$ cat config.mk
export PLATFORM = sky130hd
export DESIGN_NAME = pgd_power_ok
export DESIGN_NICKNAME = d
export VERILOG_FILES = /design/src/pgd_pkg.sv /design/src/pgd_power_ok.sv
export SDC_FILE = /design/constraint.sdc
export NUM_CORES = 1
export LEC_CHECK = 0
export BUFFER_PORTS_ARGS = -buffer_cell sky130_fd_sc_hd__buf_2
export CAP_MARGIN = 40
export CORE_MARGIN = 5
export CORE_UTILIZATION = 35
export DETAILED_ROUTE_END_ITERATION = 8
export PLACE_DENSITY = 0.54
export SLEW_MARGIN = 20
export SYNTH_ARGS = -nofsm -noshare
export SYNTH_HDL_FRONTEND = slang
export SYNTH_SLANG_ARGS = --single-unit
$ cat constraint.sdc
create_clock -name clk -period 6.3 [get_ports clk]
set_clock_uncertainty 0.1 [all_clocks]
set_input_delay 0.63 -clock clk [delete_from_list [all_inputs] [get_ports clk]]
set_output_delay 0.63 -clock clk [all_outputs]
set_load 0.005 [all_outputs]
$ cat src/pgd_pkg.sv
// constants, field layout and state types for the power-ok delay/mask block
package pgd_pkg;
	localparam logic [7:0] PGD_CFG_CODE = 8'hE3;
	localparam int PGD_CFG_W = 16;
	localparam int PGD_EVT_W = 8;
	localparam int PGD_CNT_W = 17;
	localparam logic [16:0] PGD_ONE_TICK = 17'h00001;
	// fault positions: output ov, output uv, output oc, input ov
	localparam logic [7:0] PGD_FAULT_BITS = 8'hA5;

	typedef struct packed {
		logic [3:0] assert_low_delay;
		logic [3:0] release_delay;
		logic mask_out_overvolt_fault;
		logic mask_out_overvolt_warn;
		logic mask_out_undervolt_fault;
		logic mask_out_undervolt_warn;
		logic mask_out_overcurrent_warn;
		logic mask_out_overcurrent_fault;
		logic mask_in_overvolt_warn;
		logic mask_in_overvolt_fault;
	} pgd_cfg_t;

	// event bits share the bit order of the mask field
	typedef struct packed {
		logic out_overvolt_fault;
		logic out_overvolt_warn;
		logic out_undervolt_fault;
		logic out_undervolt_warn;
		logic out_overcurrent_warn;
		logic out_overcurrent_fault;
		logic in_overvolt_warn;
		logic in_overvolt_fault;
	} pgd_evt_t;

	typedef struct packed {
		logic conv_enable;
		logic in_ton_delay;
		logic in_ton_rise;
		logic in_toff_fall;
		logic fault_shutdown;
	} pgd_phase_t;

	typedef struct packed {
		pgd_cfg_t cfg;
		logic loaded;
		logic pg;
		logic [16:0] asrt_cnt;
		logic [16:0] rel_cnt;
		logic [15:0] rd_data;
		logic ack;
		logic nak;
	} pgd_state_t;

	// 0 -> 1 tick, N -> 2^N+1 ticks
	function automatic logic [16:0] pgd_delay_ticks(logic [3:0] n);
		logic [16:0] t;
		t = PGD_ONE_TICK;
		if (n != 4'h0) begin
			t = (PGD_ONE_TICK << n) + PGD_ONE_TICK;
		end
		return t;
	endfunction : pgd_delay_ticks
endpackage : pgd_pkg

$ cat src/pgd_power_ok.sv
// power-ok indicator with configurable assert/release delays and event masks
`timescale 1ns/1ps
module pgd_power_ok
	import pgd_pkg::*;
(
	input wire logic clk, // 50 MHz system clock
	input wire logic rst, // synchronous, active high
	input wire logic pwm_tick, // one-cycle pulse per switching clock
	input wire pgd_phase_t phase, // converter sequencing state
	input wire pgd_evt_t events, // live fault and warning levels
	input wire logic [7:0] cont_ignore, // fault response is continue
	input wire logic nvm_load, // one-cycle power-up load strobe
	input wire logic [15:0] nvm_word, // stored or pin-detected word
	input wire logic cmd_wr, // word write strobe
	input wire logic cmd_rd, // word read strobe
	input wire logic [7:0] cmd_code, // command code of the transaction
	input wire logic [15:0] cmd_wdata, // write word
	output logic [15:0] cmd_rdata, // read word, registered
	output logic cmd_ack, // transaction accepted, pulse
	output logic cmd_nak, // transaction refused, pulse
	output logic power_ok_out // power-ok indicator, high is good
);
	pgd_state_t st;
	pgd_state_t next_st;
	logic forced_low;
	logic fall_or_fault;
	logic [7:0] unmasked;
	logic active;
	logic [16:0] asrt_target;
	logic [16:0] rel_target;
	logic hit_cfg;

	assign fall_or_fault = phase.in_toff_fall | phase.fault_shutdown;
	// until the word is loaded the delays and masks mean nothing
	assign forced_low = !phase.conv_enable | phase.in_ton_delay |
		phase.in_ton_rise | fall_or_fault | !st.loaded;
	// masked and continue-configured faults are removed here
	assign unmasked = events & ~st.cfg[PGD_EVT_W-1:0] &
		~(cont_ignore & PGD_FAULT_BITS);
	assign active = |unmasked;
	assign asrt_target = pgd_delay_ticks(st.cfg.assert_low_delay);
	assign rel_target = pgd_delay_ticks(st.cfg.release_delay);
	assign hit_cfg = cmd_code == PGD_CFG_CODE;

	always_comb begin
		next_st = st;
		next_st.ack = 1'b0;
		next_st.nak = 1'b0;
		if (nvm_load) begin
			next_st.cfg = nvm_word;
			next_st.loaded = 1'b1;
		end else if (cmd_wr) begin
			// the word is frozen while converting, the write is refused
			if (hit_cfg && !phase.conv_enable) begin
				next_st.cfg = cmd_wdata;
				next_st.ack = 1'b1;
			end else begin
				next_st.nak = 1'b1;
			end
		end else if (cmd_rd) begin
			next_st.rd_data = hit_cfg ? st.cfg : '0;
			next_st.ack = hit_cfg;
			next_st.nak = !hit_cfg;
		end
		// the two timers never look at each other, only at their own start
		if (forced_low) begin
			next_st.pg = 1'b0;
			next_st.asrt_cnt = '0;
			next_st.rel_cnt = '0;
		end else begin
			if (st.pg && active) begin
				if (pwm_tick) begin
					if (st.asrt_cnt + PGD_ONE_TICK >= asrt_target) begin
						next_st.pg = 1'b0;
						next_st.asrt_cnt = '0;
					end else begin
						next_st.asrt_cnt = st.asrt_cnt + PGD_ONE_TICK;
					end
				end
			end else begin
				next_st.asrt_cnt = '0;
			end
			if (!st.pg && !active) begin
				if (pwm_tick) begin
					if (st.rel_cnt + PGD_ONE_TICK >= rel_target) begin
						next_st.pg = 1'b1;
						next_st.rel_cnt = '0;
					end else begin
						next_st.rel_cnt = st.rel_cnt + PGD_ONE_TICK;
					end
				end
			end else begin
				next_st.rel_cnt = '0;
			end
		end
	end

	always_ff @(posedge clk) begin
		if (rst) begin
			st <= '0;
		end else begin
			st <= next_st;
		end
	end

	assign power_ok_out = st.pg;
	assign cmd_rdata = st.rd_data;
	assign cmd_ack = st.ack;
	assign cmd_nak = st.nak;
endmodule : pgd_power_ok

==> impl_metrics.csv, run 1 <==
group,metric,value,unit
sta,smallest_setup_slack_after_layout,1.92,ns
placement,routabilityCongestion,0.851,
grt,grt_pass1_vias,4213,
synthesis,postSynthAreaPerCell,7.87,um^2
power_and_ir_drop,vdd_ir_drop_max,0.125,mV
finish,nNetsFinal,756,
sta,maxClockFrequency,228,MHz
power_and_ir_drop,power_report.internal_total,0.848,mW
setup_path,worst_case_reg_to_reg_path_depth,15,
detailed_routing,wire_per_inst,14.2,um
detailed_routing,viasPerCell,5.21,
finish,antennaDiodeCount,0,
setup_path,cell_family_contributing_the_most_delay_on_the_critical_path,"compound AO/OA/AOI/OAI gates",
setup_path,setup.worst_path.start_class,"flop",
clock_network,clkSlewWorstSetupHoldPaths,0.06,ns
placement,buffer_ports.inserted,81,
setup_path,critical_path.endpoint,"st[29]",
power_and_ir_drop,comb_power_share,0.094,
detailed_routing,vias,4332,
placement,hpwlAfterDp,9000,um
sta,worst_pin_slew,0.790,ns
synthesis,ys_seq_elements,70,
synthesis,post_synth_most_frequent_cells,"sky130_fd_sc_hd__nand2_1, sky130_fd_sc_hd__dfxtp_1, sky130_fd_sc_hd__nor2_1, sky130_fd_sc_hd__nand3_1, sky130_fd_sc_hd__ha_1",
finish,synthToLayoutAreaGrowth,16.6,%
floorplan,rows,42,
power_and_ir_drop,p_clk_frac,0.495,
power_and_ir_drop,p_sw,0.284,mW
synthesis,synth_edf_count,0,
grt,globalRouteTotalUtil,0.153,
detailed_routing,dr.first_iter.drc_count,220,
floorplan,die-area,15800,um^2
synthesis,postSynthCellCount,595,
setup_path,cp.required,6.44,ns
sta,timing.final.hold_violations,0,
setup_path,path_buf_inv,2,
outcome,status,"complete, no violations",
clock_network,clock_tree.buffer_depth,2,
power_and_ir_drop,power.density_cell_area,207,nW/um^2
floorplan,fp.coreArea,13200,um^2
synthesis,yosys.area.top_type_share,0.299,
sta,grt_setup_unrepaired,"no",
setup_path,critical-path-top-cell-by-count,"sky130_fd_sc_hd__ha_1",
setup_path,setup.worst_path.class,"reg -> reg",
sta,total_negative_slack_for_setup_checks,0,ns
setup_path,worstPathCellList,"ha_1, nand3_1, or2_2, nor3_1, and3_1, xnor2_1, inv_1, ha_1, a211oi_1, nor2_1, a211o_1, a211oi_2, o211ai_1, buf_6, o32ai_1",
sta,timing_max_transition_violations_final,0,
clock_network,ctsResizeCount,0,
floorplan,io_pins,86,
clock_network,cts_num_sinks,70,
clock_network,cts_buffers,9,
setup_path,critical_path_arrival,4.52,ns
clock_network,clkLatencyLatePin,0.35,ns
sta,post-route-period-util,0.695,
synthesis,netlist-cell-type-count,57,
detailed_routing,detail-route-antenna-nets,0,
hold_path,worst_hold_path_type,"reg -> reg",
grt,gr-total-overflow,0,
setup_path,timing.rr.end,"st[29]",
setup_path,critical_path.endpoint_type,"flop",
synthesis,async_flop_share,0,
grt,number_of_antenna_violations_at_the_first_check_in_global_routing,0,
grt,grt_first_pass_wirelength,20000,um
sta,setup_viol_count_final,0,
detailed_routing,wl,11800,um
clock_network,tritoncts,"built",
grt,grt_max_degree,37,
clock_network,post-cts-setup-buffer-count,0,
synthesis,synth-seq-area-share,0.299,
detailed_routing,drc,0,
detailed_routing,drt_pre_antenna_iters,4,
sta,max_slew_margin,0.471,
power_and_ir_drop,switching_share,0.251,
setup_path,slowest_delay,0.45,ns
clock_network,cts_hold_repair.buffers,0,
synthesis,synth.area.top_cells,"sky130_fd_sc_hd__dfxtp_1, sky130_fd_sc_hd__ha_1, sky130_fd_sc_hd__nand2_1",
floorplan,chipHeight,126,um
synthesis,yosys.cell_count.top_type,"sky130_fd_sc_hd__nand2_1",
floorplan,initial_core_util,0.355,
floorplan,die_width,126,um
setup_path,r2r_start,"st[18]",
setup_path,slowest_stage,"sky130_fd_sc_hd__a211oi_2",
synthesis,synth.largest_area_cell,"sky130_fd_sc_hd__dfxtp_1",
synthesis,yosysWarnings,0,
clock_network,cts.htree.levels,3,
synthesis,ys.flop_type,"sky130_fd_sc_hd__dfxtp_1",
setup_path,reg2reg_setup_slack,1.92,ns
clock_network,cts_root_buffer,"sky130_fd_sc_hd__clkbuf_16",
power_and_ir_drop,cellLeakagePower,2.31,nW
placement,post-place-ws,1.94,ns
run,cap_viol_max_count,0,
sta,final.min_clock_period,4.38,ns
setup_path,worst_setup_path_startpoint,"st[18]",
setup_path,critPathMaxFanout,9,
power_and_ir_drop,seq_power_share,0.411,
finish,drive_above_1_share,0.188,
setup_path,crit_cells,15,
synthesis,post_synth_instance_area,4680,um^2
-- cells in the final DEF, fill, tap and decap left out, types with 4 or more instances in the layout --
master                      Yosys  routed
sky130_fd_sc_hd__buf_2          4      81
sky130_fd_sc_hd__or2_2          6       6
sky130_fd_sc_hd__dfxtp_1       70      70
sky130_fd_sc_hd__o21ai_1        7       7
sky130_fd_sc_hd__a22o_1         4       4
sky130_fd_sc_hd__a2111oi_0      6       6
sky130_fd_sc_hd__inv_1         15      15
sky130_fd_sc_hd__buf_4         17       5
sky130_fd_sc_hd__a21o_1        11      11
sky130_fd_sc_hd__nor3_1         7       7
sky130_fd_sc_hd__clkbuf_16      0       9
sky130_fd_sc_hd__nand2b_1       8       8
sky130_fd_sc_hd__o21ai_0       15      15
sky130_fd_sc_hd__nor3b_1        6       5
sky130_fd_sc_hd__nand4_1       11      11
sky130_fd_sc_hd__nor2_1        45      45
sky130_fd_sc_hd__ha_1          38      38
sky130_fd_sc_hd__a221o_1        5       5
sky130_fd_sc_hd__mux2i_1       16      16
sky130_fd_sc_hd__nand3_1       42      42
sky130_fd_sc_hd__nor2b_1       12      12
sky130_fd_sc_hd__xnor2_1        8       8
sky130_fd_sc_hd__nand2_1       95      95
sky130_fd_sc_hd__or3_1         11      11
sky130_fd_sc_hd__conb_1         1       4
sky130_fd_sc_hd__o221ai_1       8       8
sky130_fd_sc_hd__xor2_1         5       5
sky130_fd_sc_hd__a211oi_1      19      19
sky130_fd_sc_hd__nor4_1         7       7
sky130_fd_sc_hd__a21oi_1       29      29
-- sequential cells by signal, summed over array words and instances (netlist names) --
register	flops
cmd_ack	1
cmd_nak	1
cmd_rdata	16
power_ok_out	1
st	51
-- cells by family after synthesis --
group,share of synthesized area
compound gates,0.185
xor+xnor,0.0243
fa+ha+maj,0.101
buf+inv,0.0636
flops,0.299
mux,0.0366
other cells,0.000801
simple gates,0.289
-- cell type report --
class,instances,area (um^2)
Multi-Input combinational cell,467,3000
Sequential cell,70,1400
Tap cell,176,220
Fill cell,1343,7730
Clock inverter,6,93.8
Inverter,15,56.3
Clock buffer,10,229
Timing Repair Buffer,88,459
-- metrics by stage --
| stage | total power [mW] | std cells | utilization | cell area (um^2) | hold WS [ns] |
|---|---|---|---|---|---|
| 6_report | 1.13 | 832 | 0.414 | 5460 | 0.356 |
| 5_1_grt | 1.18 | 832 | 0.414 | 5460 | 0.376 |
| 4_1_cts | 1.14 | 831 | 0.414 | 5460 | 0.359 |
| 3_5_place_dp | 0.582 | 815 | 0.389 | 5130 | 0.351 |
| 3_3_place_gp | 0.579 | 812 | 0.387 | 5110 | 0.342 |
| 2_1_floorplan | 0.543 | 598 | - | 4700 | 0.332 |
-- worst min path at each step --
| stage | start | end | cells after the start |
|---|---|---|---|
| 2_1_floorplan | cmd_rdata[0] | cmd_rdata[0] | 2 |
| 3_3_place_gp | cmd_rdata[9] | cmd_rdata[9] | 2 |
| 3_5_place_dp | cmd_rdata[9] | cmd_rdata[9] | 2 |
| 4_1_cts | cmd_rdata[3] | cmd_rdata[3] | 2 |
| 5_1_grt | cmd_rdata[3] | cmd_rdata[3] | 2 |
| 6_report | cmd_rdata[3] | cmd_rdata[3] | 2 |
-- power by group through the flow --
stage	combinational, mW	sequential [mW]	clock [mW]
finish	0.107	0.466	0.560
global route	0.122	0.467	0.590
CTS	0.107	0.465	0.572
detailed placement	0.107	0.475	0
global placement	0.104	0.475	0
floorplan	0.0782	0.464	0
-- tightest hold or removal path, cell delays in order (launching register included) --
cell	delay [ns]
sky130_fd_sc_hd__dfxtp_1	0.31
sky130_fd_sc_hd__nand2_1	0.05
sky130_fd_sc_hd__a21oi_1	0.05
-- metal layers --
layer | global-route usage | vias up | wire length, um
met1 | 0.197 | 1969 | 5490
met2 | 0.255 | 90 | 5670
met5 | 0 | - | 0
met3 | 0.0275 | 18 | 421
met4 | 0.0574 | 0 | 218
li1 | - | 2255 | -
(Power assumes the default switching activity.)
==> run 2: changes to the inputs <==
- clock period: 6.3 -> 4.2 ns (I/O delays scaled with it)
==> run 2 against run 1 <==
  * Routed wire length is 2.3% higher
  * Critical path type unchanged
  * Via count up 1.3%
  * Sequential cell count stayed put
  * Clock power up 32%
  * Sequential power up 50%
  * Die area did not move
  * Combinational power is 54% higher
  * Critical path depth stayed put
==> impl_metrics.csv, run 2 (synthesis gave the netlist of run 1 again) <==
group,metric,value,unit
setup_path,critical_path.endpoint_type,"flop",
finish,nNetsFinal,757,
placement,routabilityCongestion,0.850,
power_and_ir_drop,power.density_cell_area,295,nW/um^2
detailed_routing,detail-route-antenna-nets,0,
placement,buffer_ports.inserted,81,
grt,globalRouteMet2Util,0.254,
sta,worst_pin_slew,0.664,ns
clock_network,tritoncts,"built",
clock_network,clkSlewWorstSetupHoldPaths,0.06,ns
detailed_routing,dr.first_iter.drc_count,228,
grt,grt_util_met1,0.200,
floorplan,initial_core_util,0.355,
setup_path,cp.required,4.34,ns
sta,smallest_setup_slack_after_layout,0.278,ns
sta,maxClockFrequency,255,MHz
run,cap_viol_max_count,0,
setup_path,setup.worst_path.start_class,"flop",
clock_network,cts.htree.levels,3,
sta,post-route-period-util,0.934,
detailed_routing,wire_per_inst,14.5,um
finish,multi_input_logic_area,3010,um^2
finish,final_core_util,0.412,
clock_network,post-cts-setup-buffer-count,0,
finish,largest_register_by_flop_count,"st",
sta,grt_setup_unrepaired,"no",
sta,max_slew_margin,0.557,
clock_network,cts_buffers,9,
grt,number_of_antenna_violations_at_the_first_check_in_global_routing,0,
clock_network,clock_tree.buffer_depth,2,
setup_path,worstPathCellList,"ha_1, nand3_1, or2_2, nor3_1, and3_1, xnor2_1, inv_1, ha_1, a211oi_1, nor2_1, a211o_1, a211oi_2, o211ai_1, buf_4, o32ai_1",
setup_path,path_buf_inv,2,
detailed_routing,vias,4390,
grt,grt-busiest-layer,"met2",
sta,total_negative_slack_for_setup_checks,0,ns
setup_path,slowest_stage,"sky130_fd_sc_hd__dfxtp_1",
finish,ff_latch_area,1400,um^2
finish,antennaDiodeCount,0,
grt,gr-total-overflow,0,
setup_path,setup.worst_path.class,"reg -> reg",
grt,grt_max_degree,37,
hold_path,worst_hold_path_type,"in -> reg",
placement,post-place-ws,0.279,ns
floorplan,die_width,126,um
detailed_routing,viasPerCell,5.27,
clock_network,cts_num_sinks,70,
finish,final_cell_mix,"sky130_fd_sc_hd__nand2_1, sky130_fd_sc_hd__buf_2, sky130_fd_sc_hd__dfxtp_1",
sta,timing.final.hold_violations,0,
power_and_ir_drop,cellLeakagePower,2.30,nW
setup_path,critPathMaxFanout,16,
clock_network,cts_hold_repair.buffers,0,
detailed_routing,drt_pre_antenna_iters,5,
grt,grt_pass1_vias,4268,
sta,setup_viol_count_final,0,
detailed_routing,drc,0,
finish,largest_register_ffs,51,
outcome,status,"complete, no violations",
setup_path,cell_family_contributing_the_most_delay_on_the_critical_path,"simple AND/OR/NAND/NOR gates",
finish,n_fill_cell,1334,
sta,final.min_clock_period,3.92,ns
power_and_ir_drop,vdd_ir_drop_max,0.134,mV
placement,hpwlAfterDp,9110,um
clock_network,cts_root_buffer,"sky130_fd_sc_hd__clkbuf_16",
finish,synthToLayoutAreaGrowth,15.9,%
clock_network,ctsResizeCount,0,
detailed_routing,wl,12100,um
grt,gr-usage-met3,0.0258,
setup_path,critical_path_arrival,4.06,ns
floorplan,chipHeight,126,um
setup_path,critical-path-top-cell-by-count,"sky130_fd_sc_hd__ha_1",
floorplan,io_pins,86,
finish,final_common_cell,"sky130_fd_sc_hd__nand2_1",
clock_network,clkLatencyLatePin,0.35,ns
floorplan,rows,42,
grt,grt_first_pass_wirelength,20400,um
finish,drive_above_1_share,0.192,
floorplan,fp.coreArea,13200,um^2
floorplan,die-area,15800,um^2
grt,globalRouteTotalUtil,0.156,
setup_path,slowest_delay,0.43,ns
sta,timing_max_transition_violations_final,0,
-- run 2: cell count changes in the layout (fill, tap and decap cells not counted), sizes merged --
| cell | before | now |
|---|---|---|
| buf | 87 | 89 |
| bufinv | 2 | 0 |
| clkbuf | 11 | 9 |
| clkinvlp | 1 | 2 |
| inv | 16 | 18 |
-- run 2: where the power goes --
part	total (mW)	internal (mW)	leakage [nW]	switching [mW]
combinational	0.165	0.0736	1.60	0.0914
sequential	0.698	0.677	0.568	0.0216
clock	0.738	0.408	0.134	0.330
-- run 2: final cells by class --
cell class | instances | share of cell area
clock inverter | 7 | 0.0106
clock buffer | 9 | 0.0415
inverter | 15 | 0.0104
multi-input combinational | 467 | 0.553
sequential | 70 | 0.258
timing repair buffer | 89 | 0.0857
tap | 176 | 0.0405
-- run 2: worst paths after layout --
check	startpoint	endpoint	slack [ns]	cells past startpoint
max reg2reg	st[18]	st[29]	0.28	15
min	phase[4]	cmd_nak	0.27	3
min reg2reg	cmd_rdata[3]	cmd_rdata[3]	0.35	2
max	st[18]	st[29]	0.28	15
-- run 2: layer usage --
metal,share of wire,up-vias,wire length (um)
li1,-,2263,-
met1,0.47,2017,5660
met2,0.46,88,5610
met3,0.034,22,408
met4,0.032,0,387
met5,0,-,0
-- run 2: worst reg2reg max path: stages (launching register included) --
cell and delay [ns]:
sky130_fd_sc_hd__dfxtp_1 0.43, sky130_fd_sc_hd__ha_1 0.22, sky130_fd_sc_hd__nand3_1 0.20, sky130_fd_sc_hd__or2_2 0.39, sky130_fd_sc_hd__nor3_1 0.26, sky130_fd_sc_hd__and3_1 0.21, sky130_fd_sc_hd__xnor2_1 0.14, sky130_fd_sc_hd__inv_1 0.08
sky130_fd_sc_hd__ha_1 0.32, sky130_fd_sc_hd__a211oi_1 0.27, sky130_fd_sc_hd__nor2_1 0.10, sky130_fd_sc_hd__a211o_1 0.28, sky130_fd_sc_hd__a211oi_2 0.24, sky130_fd_sc_hd__o211ai_1 0.11, sky130_fd_sc_hd__buf_4 0.22, sky130_fd_sc_hd__o32ai_1 0.26
-- run 2: through the flow --
| stage | hold WS, ns | cells | power, mW | area, um^2 |
|---|---|---|---|---|
| global route | 0.289 | 833 | 1.68 | 5430 |
| floorplan | 0.332 | 598 | 0.814 | 4700 |
| global placement | 0.344 | 816 | 0.873 | 5140 |
| detailed placement | 0.347 | 817 | 0.877 | 5140 |
| CTS | 0.252 | 833 | 1.63 | 5430 |
| finish | 0.268 | 833 | 1.60 | 5430 |
